## config.mk

```make
export PLATFORM = sky130hd
export DESIGN_NAME = cxh_coex_host
export DESIGN_NICKNAME = d
export VERILOG_FILES = /design/src/cxh_pkg.sv /design/src/cxh_coex_host.sv /design/src/cxh_us_tick.sv /design/src/cxh_us_timer.sv
export SDC_FILE = /design/constraint.sdc
export NUM_CORES = 1
export LEC_CHECK = 0
export ABC_AREA = 1
export BUFFER_PORTS_ARGS = -buffer_cell sky130_fd_sc_hd__buf_2
export CAP_MARGIN = 20
export CORE_MARGIN = 2
export CORE_UTILIZATION = 50
export DETAILED_ROUTE_END_ITERATION = 12
export PLACE_DENSITY_LB_ADDON = 0.3
export SLEW_MARGIN = 15
export SYNTH_ARGS = -nofsm -noshare
export SYNTH_HDL_FRONTEND = slang
export SYNTH_HIERARCHICAL = 1
export SYNTH_SLANG_ARGS = --single-unit
```

## constraint.sdc

```tcl
create_clock -name clk_sys -period 3.2 [get_ports clk_sys]
set_input_delay 0.96 -clock clk_sys [delete_from_list [all_inputs] [get_ports clk_sys]]
set_output_delay 0.96 -clock clk_sys [all_outputs]
set_load 0.1 [all_outputs]
```

## src/cxh_pkg.sv

```systemverilog
`default_nettype none

package cxh_pkg;

    // clock rate and microsecond tick
    localparam int unsigned CLK_HZ       = 20_000_000;
    localparam int unsigned HZ_PER_MHZ   = 1_000_000;
    localparam int unsigned CYC_PER_US   = CLK_HZ / HZ_PER_MHZ;

    // interval timer width in microseconds
    localparam int unsigned TMR_W        = 10;

    // slot count width
    localparam int unsigned SLOT_CNT_W   = 8;

    // request scheme timing, microseconds
    localparam logic [9:0] PRIO_STEP_US  = 10'd10;  // per priority bit
    localparam logic [9:0] FIRST_SLOT_US = 10'd600; // request rise to slot
    localparam logic [9:0] SLOT_US       = 10'd625; // fixed slot length
    localparam logic [9:0] DATA_US       = 10'd366; // data part of slot
    localparam logic [9:0] REQ_DROP_US   = 10'd15;  // last bit to drop

    // activity scheme timing, microseconds
    localparam logic [9:0] ACT_LEAD_US   = 10'd50;  // priority to activity

    // derived phase lengths
    localparam logic [9:0] DIR_ONE_US    = FIRST_SLOT_US - PRIO_STEP_US;
    localparam logic [9:0] DIR_TWO_US    = FIRST_SLOT_US - PRIO_STEP_US
                                           - PRIO_STEP_US;
    localparam logic [9:0] TAIL_US       = SLOT_US - DATA_US;

    // controller sequence states
    typedef enum logic [3:0] {
        CXH_IDLE,
        CXH_PRIO0,
        CXH_PRIO1,
        CXH_DIR_WAIT,
        CXH_SLOT_DATA,
        CXH_SLOT_TAIL,
        CXH_REQ_DROP,
        CXH_ACT_LEAD,
        CXH_ACT_RUN
    } cxh_state_t;

endpackage

`default_nettype wire

```

## src/cxh_coex_host.sv

```systemverilog
// Summary of operation
// - first priority bit within 100 us
// - direction follows priority, held until changed
// - second priority bit only in two-bit mode
// - direction steady through slot if unchanged
// - direction change only after last data
// - request drops within 25 us after data
// - first slot 8 to 600 us after request
// - every slot lasts exactly 625 us
// - activity starts 20-499 us after priority
// - priority drops promptly after activity ends
`timescale 1ns/100ps
`default_nettype none

module cxh_coex_host
    import cxh_pkg::*;
#(
    parameter int unsigned SLOTS_W = SLOT_CNT_W
)
(
    input  wire logic               clk_sys,
    input  wire logic               reset_n,
    input  wire logic               start,
    input  wire logic               activity_scheme,
    input  wire logic               two_bit_priority,
    input  wire logic [1:0]         priority_bits,
    input  wire logic               first_dir_tx,
    input  wire logic               next_dir_tx,
    input  wire logic [SLOTS_W-1:0] slot_count,
    output logic                    ready,
    output var  logic               slot_start,
    output var  logic               slot_granted,
    output var  logic               wlan_busy_seen,
    output var  logic               done,
    output var  logic               peer_radio_request,
    output var  logic               peer_radio_state_line,
    output var  logic               peer_radio_priority,
    input  wire logic               peer_slot_grant_n,
    input  wire logic               local_wlan_busy
);

    typedef struct packed {
        // sequence position and slots still to run
        cxh_state_t         state;
        logic [SLOTS_W-1:0] slots_left;
        // settings latched at start
        logic               two_bit;
        logic [1:0]         prio;
        logic               dir_tx;
        // link pins
        logic               req;
        logic               stat;
        logic               pri;
        // user-facing flags
        logic               slot_start;
        logic               granted;
        logic               busy_seen;
        logic               done;
    } cxh_host_st_t;

    cxh_host_st_t r;
    cxh_host_st_t next_r;

    // local reset copy and timer hookup
    logic [1:0]       rst_sync;
    logic             rst_n;
    logic             tick;
    logic             tmr_load;
    logic [TMR_W-1:0] tmr_us;
    logic             tmr_exp;

    // reset release through two flip-flops
    always_ff @(posedge clk_sys or negedge reset_n)
    begin
        if (!reset_n)
            rst_sync <= 2'b00;
        else
            rst_sync <= {rst_sync[0], 1'b1};
    end

    // the rest of the block resets from this copy
    assign rst_n = rst_sync[1];

    // microsecond time base and phase timer
    cxh_us_tick u_tick (
        .clk_sys (clk_sys),
        .rst_n   (rst_n),
        .tick    (tick)
    );

    // one-shot phase timer, loaded once per phase
    cxh_us_timer u_timer (
        .clk_sys (clk_sys),
        .rst_n   (rst_n),
        .tick    (tick),
        .load    (tmr_load),
        .load_us (tmr_us),
        .expired (tmr_exp)
    );

    // sequence of request, priority, direction and slots
    always_comb
    begin
        next_r = r;
        next_r.slot_start = 1'b0;
        next_r.done = 1'b0;
        tmr_load = 1'b0;
        tmr_us = '0;
        case (r.state)
            // wait for start, latch settings, open the link
            CXH_IDLE:
            begin
                if (start)
                begin
                    next_r.two_bit = two_bit_priority;
                    next_r.prio = priority_bits;
                    next_r.dir_tx = first_dir_tx;
                    next_r.granted = 1'b0;
                    next_r.slots_left = (slot_count == '0) ? SLOTS_W'(1)
                                                           : slot_count;
                    tmr_load = 1'b1;
                    if (activity_scheme)
                    begin
                        // sample busy before the priority rise
                        next_r.busy_seen = local_wlan_busy;
                        next_r.pri = 1'b1;
                        tmr_us = ACT_LEAD_US;
                        next_r.state = CXH_ACT_LEAD;
                    end
                    else
                    begin
                        // request scheme: raise request, first bit
                        next_r.req = 1'b1;
                        next_r.stat = priority_bits[0];
                        tmr_us = PRIO_STEP_US;
                        next_r.state = CXH_PRIO0;
                    end
                end
            end

            // first priority bit on the state line
            CXH_PRIO0:
            begin
                if (tmr_exp)
                begin
                    tmr_load = 1'b1;
                    if (r.two_bit)
                    begin
                        // two-bit mode: second bit before direction
                        next_r.stat = r.prio[1];
                        tmr_us = PRIO_STEP_US;
                        next_r.state = CXH_PRIO1;
                    end
                    else
                    begin
                        next_r.stat = r.dir_tx;
                        tmr_us = DIR_ONE_US;
                        next_r.state = CXH_DIR_WAIT;
                    end
                end
            end

            // second priority bit, two-bit mode only
            CXH_PRIO1:
            begin
                if (tmr_exp)
                begin
                    next_r.stat = r.dir_tx;
                    tmr_load = 1'b1;
                    tmr_us = DIR_TWO_US;
                    next_r.state = CXH_DIR_WAIT;
                end
            end

            // direction shown, waiting for the next boundary
            CXH_DIR_WAIT, CXH_SLOT_TAIL:
            begin
                if (tmr_exp)
                begin
                    // slot boundary: grant is sampled here
                    next_r.slot_start = 1'b1;
                    next_r.granted = ~peer_slot_grant_n;
                    tmr_load = 1'b1;
                    tmr_us = DATA_US;
                    next_r.state = CXH_SLOT_DATA;
                end
            end

            // data part of a slot, state line held
            CXH_SLOT_DATA:
            begin
                if (tmr_exp)
                begin
                    tmr_load = 1'b1;
                    next_r.slots_left = r.slots_left - SLOTS_W'(1);
                    if (r.slots_left == SLOTS_W'(1))
                    begin
                        // last slot: hold request for the drop delay
                        tmr_us = REQ_DROP_US;
                        next_r.state = CXH_REQ_DROP;
                    end
                    else
                    begin
                        // line moves only after the last data bit
                        next_r.dir_tx = next_dir_tx;
                        next_r.stat = next_dir_tx;
                        tmr_us = TAIL_US;
                        next_r.state = CXH_SLOT_TAIL;
                    end
                end
            end

            // drop request and state line, report done
            CXH_REQ_DROP:
            begin
                if (tmr_exp)
                begin
                    next_r.req = 1'b0;
                    next_r.stat = 1'b0;
                    next_r.done = 1'b1;
                    next_r.state = CXH_IDLE;
                end
            end

            // priority raised, lead time before activity
            CXH_ACT_LEAD:
            begin
                if (tmr_exp)
                begin
                    next_r.slot_start = 1'b1;
                    next_r.busy_seen = local_wlan_busy;
                    tmr_load = 1'b1;
                    tmr_us = SLOT_US;
                    next_r.state = CXH_ACT_RUN;
                end
            end

            // activity slots, priority held throughout
            CXH_ACT_RUN:
            begin
                if (tmr_exp)
                begin
                    next_r.slots_left = r.slots_left - SLOTS_W'(1);
                    if (r.slots_left == SLOTS_W'(1))
                    begin
                        next_r.pri = 1'b0;
                        next_r.done = 1'b1;
                        next_r.state = CXH_IDLE;
                    end
                    else
                    begin
                        // more slots: mark the next boundary
                        next_r.slot_start = 1'b1;
                        next_r.busy_seen = local_wlan_busy;
                        tmr_load = 1'b1;
                        tmr_us = SLOT_US;
                    end
                end
            end

            // stray code: back to a clean idle
            default:
            begin
                next_r = '0;
                next_r.state = CXH_IDLE;
            end
        endcase
    end

    // state register
    always_ff @(posedge clk_sys or negedge rst_n)
    begin
        if (!rst_n)
        begin
            r <= '0;
            r.state <= CXH_IDLE;
        end
        else
        begin
            r <= next_r;
        end
    end

    // outputs to the user side
    assign ready = (r.state == CXH_IDLE);
    assign slot_start = r.slot_start;
    assign slot_granted = r.granted;
    assign wlan_busy_seen = r.busy_seen;
    assign done = r.done;

    // outputs to the link pins
    assign peer_radio_request = r.req;
    assign peer_radio_state_line = r.stat;
    assign peer_radio_priority = r.pri;

endmodule

`default_nettype wire

```

## src/cxh_us_tick.sv

```systemverilog
`timescale 1ns/100ps
`default_nettype none

module cxh_us_tick
    import cxh_pkg::*;
#(
    parameter int unsigned DIV = CYC_PER_US
)
(
    input  wire logic clk_sys,
    input  wire logic rst_n,
    output var  logic tick
);

    typedef struct packed {
        logic [15:0] cnt;
        logic        tick;
    } cxh_tick_st_t;

    cxh_tick_st_t r;
    cxh_tick_st_t next_r;

    localparam logic [15:0] LAST = 16'(DIV - 1);

    // free divider, one pulse per microsecond
    always_comb
    begin
        next_r = r;
        next_r.tick = 1'b0;
        if (r.cnt == LAST)
        begin
            next_r.cnt = 16'h0000;
            next_r.tick = 1'b1;
        end
        else
        begin
            next_r.cnt = r.cnt + 16'h0001;
        end
    end

    // state register
    always_ff @(posedge clk_sys or negedge rst_n)
    begin
        if (!rst_n)
            r <= '0;
        else
            r <= next_r;
    end

    assign tick = r.tick;

endmodule

`default_nettype wire

```

## src/cxh_us_timer.sv

```systemverilog
`timescale 1ns/100ps
`default_nettype none

module cxh_us_timer
    import cxh_pkg::*;
#(
    parameter int unsigned W = TMR_W
)
(
    input  wire logic         clk_sys,
    input  wire logic         rst_n,
    input  wire logic         tick,
    input  wire logic         load,
    input  wire logic [W-1:0] load_us,
    output var  logic         expired
);

    typedef struct packed {
        logic [W-1:0] cnt;
        logic         run;
        logic         expired;
    } cxh_tmr_st_t;

    cxh_tmr_st_t r;
    cxh_tmr_st_t next_r;

    // microsecond down counter, one pulse at zero
    always_comb
    begin
        next_r = r;
        next_r.expired = 1'b0;
        if (load)
        begin
            // a tick landing with the load is the first one counted, so
            // the first phase never overruns its length
            next_r.cnt = tick ? load_us - W'(1) : load_us;
            next_r.run = 1'b1;
        end
        else if (r.run && tick)
        begin
            if (r.cnt <= W'(1))
            begin
                next_r.run = 1'b0;
                next_r.cnt = '0;
                next_r.expired = 1'b1;
            end
            else
            begin
                next_r.cnt = r.cnt - W'(1);
            end
        end
    end

    // state register
    always_ff @(posedge clk_sys or negedge rst_n)
    begin
        if (!rst_n)
            r <= '0;
        else
            r <= next_r;
    end

    assign expired = r.expired;

endmodule

`default_nettype wire

```

==> impl_metrics.toml, run 1 <==
[finish]
diodes = 0
synthToLayoutAreaGrowth_pct = 9.81
drive_above_1_share_pct = 16.1
mostFrequentLayoutCells = "158 x nand2_1, 65 x nand3_1, 64 x inv_1"
fin_util_pct = 56.8
nFillCells = 677
postLayoutCellArea_mm2 = 0.00412
finalNetCount = 602
final_common_cell = "nand2_1"

[sta]
final_hold_viol_count = 0
setup_viol = 0
fmax_mhz = 355
min_period_ns = 2.81
layout_setup_ws_ns = 0.385
worst_pin_slew_ns = 0.770
max-slew-margin-rel_pct = 48.4
rsz0062_at_grt = "no"
fin_setup_tns_ns = 0
fin_skew_ns = 0.00758
period_share_pct = 88.0
slew_violations = 0

[pwr]
leakage_nw = 2.15
powerDensity_mw_per_mm2 = 801
power_mw = 3.30
ir_worst_vdd_mv = 0.386

[job]
max-cap-violations = 0

[floorplan]
die_w_um = 90.6
ios = 27
dieArea_mm2 = 0.00821
initial_core_util_pct = 51.7
die_y_um = 90.6
core_mm2 = 0.00725
num_rows = 31

[place]
gp_congestion = 0.941
hpwl_um = 6690
place_area_mm2 = 0.00400
io_buffers = 26
dp_slack_ns = 0.718

[setup_path]
cpPeakStageDelay_ns = 0.49
crit_type = "flip-flop to output pin"
worst_setup_path_start_kind = "flip-flop"
r2r-end = "u_timer/r[11]"
rrSetupSlack_ns = 0.78
critPathCaptureType = "output pin"
cpMaxStageDelayCell = "dfrtp_1"
critical_path.n_buffers_inverters = 2
reg2reg_from = "r[19]"
cp.required_ns = 2.24
cpLargestDelayFamily = "buffers and inverters"
reg2regPathDepth = 10
worst-path-max-fanout = 15
cp_cell_sequence = "nor2_4 -> inv_4 -> nor2_8 -> buf_2"
critical_path_arrival_ns = 1.85

[grt]
grt_max_degree = 34
grt-ovfl-total = 0
antenna_found_initial = 0
grt_pass1_wl_um = 15400
track_usage_pct = 22.5
grt_pass1_vias = 3451

[drt]
drc = 0
wl_per_cell_um = 12.6
vias = 3497
ant_nets = 0
drt-initial-drc-count = 189
vias_per_cell = 5.17
wl_um = 8530
dr.pass1.iters = 4

[clock_network]
cts_tree = "done"
ctsLongestPathBuffers = 2
ctsRootBufferMaster = "clkbuf_8"
numCtsBuffers = 5
post_cts_buffers = 0
insertion_delay_ns = 0.31
cts_resized = 0
clk_pin_slew_ns = 0.10
htree_levels = 2
cts_sinks = 53
holdBufCountCts = 0

[min_path]
hold_path.class = "flip-flop to asynchronous set/reset pin"

[run_status]
outcome = "complete, no violations"

[yosys]
synth-seq-cells = 53
synth_area_per_cell_um2 = 6.90
yosysWarnings = 6
syn_inst = 543
seq_area_frac_synth_pct = 35.4
netlist-cell-type-count = 40
syn_area_mm2 = 0.00375
## how the worst max path moves through the flow
stage,from,endpoint,slack [ns],cells past startpoint
global route,r[21],ready,0.29,4
CTS,r[22],ready,0.37,4
detailed placement,r[21],ready,0.72,4
global placement,r[22],ready,0.77,4
finish,r[22],ready,0.39,4
floorplan,r[22],ready,1.10,4
## synthesized netlist by cell type
cell type	instances	area (um2)
xor2_1	10	87.6
dfrtp_1	53	1330
o21ai_1	7	35.0
o21ai_0	20	100
ha_1	6	75.1
buf_8	1	15.0
inv_1	64	240
xnor2_1	2	17.5
nand4_4	1	21.3
nand2_2	16	100
and3_1	1	6.26
nand4_1	9	56.3
nand3_4	1	17.5
clkinv_1	1	3.75
conb_1	2	7.51
o2111ai_1	1	8.76
inv_4	2	12.5
o211ai_1	3	22.5
or2_0	1	6.26
nor4_1	1	6.26
nor3_1	5	25.0
or2_2	1	6.26
nand3b_4	1	20.0
nor2_1	58	218
o22ai_1	2	12.5
a21boi_0	1	7.51
nor2_2	11	68.8
nand3b_1	1	7.51
buf_4	1	7.51
nand2_4	2	22.5
o21bai_1	4	30.0
nand3_2	1	10.0
nand3_1	65	325
o21ai_2	2	17.5
nor2_8	2	40.0
nor2_4	8	90.1
a21boi_1	1	7.51
nand2_1	158	593
inv_2	9	33.8
a21oi_1	8	40.0
## per-layer routing
layer,track usage (%),up-vias,share of wire [%]
met5,0,-,0
met4,6.92,0,1.5
met3,3.84,13,5.0
met2,36.6,109,46
met1,30.8,1583,47
li1,-,1792,-
## cells by family (layout without fill, tap and decap cells)
logic type,after synthesis,in the layout,synth area share (%)
and+or+nand+nor,343,343,43.8
DFF,53,53,35.4
xor gates and xnor gates,12,12,2.80
buffers and inverters,78,111,8.34
adders and majority gates,6,6,2.00
other,2,4,0.200
AOI/OAI and AO/OA,49,49,7.51
## layout make-up
| type | count | area, um2 | area share, % |
|---|---|---|---|
| Clock buffer | 6 | 82.6 | 2.01 |
| Timing Repair Buffer | 27 | 138 | 3.34 |
| Inverter | 76 | 290 | 7.05 |
| Sequential cell | 53 | 1330 | 32.2 |
| Clock inverter | 2 | 37.5 | 0.912 |
| Multi-Input combinational cell | 414 | 2120 | 51.4 |
| Tap cell | 99 | 124 | 3.01 |
## metrics by stage
step | hold WS (ns) | cells
finish | 0.334 | 677
floorplan | 0.331 | 545
global placement | 0.337 | 669
detailed placement | 0.339 | 669
global route | 0.374 | 677
CTS | 0.363 | 677
## sequential cells by signal, summed over array words and instances (netlist names), 2 cells and up
register	count
u_timer/r	11
rst_sync	2
r	15
u_tick/r	16
## power by group
part	switching (mW)	internal [mW]	total, mW
combinational	1.28	0.559	1.84
clock	0.234	0.255	0.489
sequential	0.157	0.817	0.975
total	1.67	1.63	3.30
(Power assumes the default switching activity.)
==> run 2: changes to the inputs <==
Settings changed: CORE_MARGIN 2 to 10.
==> impl_metrics.toml, run 2 (synthesis gave the netlist of run 1 again) <==
[run_status]
outcome = "complete, no violations"

[setup_path]
worst-path-max-fanout = 15
reg2regPathDepth = 10
critPathCaptureType = "output pin"
cpPeakStageDelay_ns = 0.49
critical_path_arrival_ns = 1.87
worst_setup_path_start_kind = "flip-flop"
cpMaxStageDelayCell = "dfrtp_1"
crit_type = "flip-flop to output pin"
cp.required_ns = 2.24
cp_cell_sequence = "nor2_4 -> inv_4 -> nor2_8 -> buf_2"

[clock_network]
cts_tree = "done"
htree_levels = 2
post_cts_buffers = 0
ctsLongestPathBuffers = 2
holdBufCountCts = 0
cts_sinks = 53
cts_resized = 0
clk_pin_slew_ns = 0.10
insertion_delay_ns = 0.31
numCtsBuffers = 5
ctsRootBufferMaster = "clkbuf_8"

[sta]
final_hold_viol_count = 0
fmax_mhz = 353
period_share_pct = 88.4
worst_pin_slew_ns = 0.730
whs_ns = 0.328
min_period_ns = 2.83
setup_viol = 0
fin_skew_ns = 0.0121
layout_setup_ws_ns = 0.370
rsz0062_at_grt = "no"
max-slew-margin-rel_pct = 51.1
fin_setup_tns_ns = 0
slew_violations = 0

[floorplan]
num_rows = 31
die_y_um = 107
ios = 27
dieArea_mm2 = 0.0114
die_w_um = 107
initial_core_util_pct = 51.7
core_mm2 = 0.00725

[grt]
antenna_found_initial = 0
grt-ovfl-total = 0
track_usage_pct = 15.7
grt_max_degree = 31
grt_pass1_wl_um = 15000
grt_pass1_vias = 3387

[drt]
dr.pass1.iters = 5
wl_um = 8790
ant_nets = 0
drc = 0
vias = 3521
drt-initial-drc-count = 168
vias_per_cell = 5.20
wl_per_cell_um = 13.0

[finish]
final_common_cell = "nand2_1"
mostFrequentLayoutCells = "158 x nand2_1, 65 x nand3_1, 64 x inv_1"
top_regs = "u_tick/r (16), r (15), u_timer/r (11)"
drive_above_1_share_pct = 16.1
synthToLayoutAreaGrowth_pct = 9.18
finalNetCount = 602
largest_reg_flops = 16
diodes = 0
largest-register = "u_tick/r"
nFillCells = 708
postLayoutCellArea_mm2 = 0.00409

[min_path]
hold_path.class = "flip-flop to asynchronous set/reset pin"

[job]
max-cap-violations = 0

[place]
io_buffers = 26
place_area_mm2 = 0.00400
hpwl_um = 6870
gp_congestion = 0.927
dp_slack_ns = 0.716

[pwr]
ir_worst_vdd_mv = 0.410
powerDensity_mw_per_mm2 = 787
leakage_nw = 2.14
==> run 2: area by class of cell <==
| cell class | count | area, um2 | share of cell area, % |
|---|---|---|---|
| repair buffers | 27 | 138 | 3.36 |
| inverters | 76 | 290 | 7.09 |
| well taps | 99 | 124 | 3.03 |
| multi-input cells | 414 | 2120 | 51.7 |
| clock buffers | 6 | 82.6 | 2.02 |
| clock inverters | 2 | 13.8 | 0.336 |
| flip-flops and latches | 53 | 1330 | 32.4 |
==> run 2: path summary, 6_finish.rpt <==
check                       startpoint            to  slack [ns]
hold / removal             rst_sync[1]  u_timer/r[4]        0.33
max in group asynchronous  rst_sync[1]         r[14]        2.10
setup reg to reg                 r[19]  u_timer/r[7]        0.80
min in group clk_sys       rst_sync[0]   rst_sync[1]        0.35
hold reg to reg            rst_sync[1]  u_timer/r[4]        0.33
setup / recovery                 r[22]         ready        0.37
==> run 2: layer usage <==
layer,wire length (um),share of wire [%],track usage (%)
met1,4210,48,20.5
met2,3990,45,25.5
met3,441,5.0,2.51
met4,150,1.7,5.71
met5,0,0,0
==> run 2: stage by stage <==
stage	util, %	total power [mW]	std cells
after floorplan	-	2.46	545
after global placement	55.1	2.78	669
after detailed placement	55.1	2.81	669
after CTS	56.4	3.23	677
after global routing	56.4	3.51	677
final	56.4	3.22	677
==> run 2: power by group <==
group	internal, mW	leakage, nW	switching (mW)
clock	0.176	0.0512	0.232
combinational	0.558	1.39	1.28
sequential	0.817	0.701	0.160
total	1.55	2.14	1.67
==> run 2: critical path: cells and delay by family (launching register included) <==
kind	cells	cell delay (ns)
flip-flops	1	0.49
AND/OR/NAND/NOR	2	0.52
buffers and inverters	2	0.56
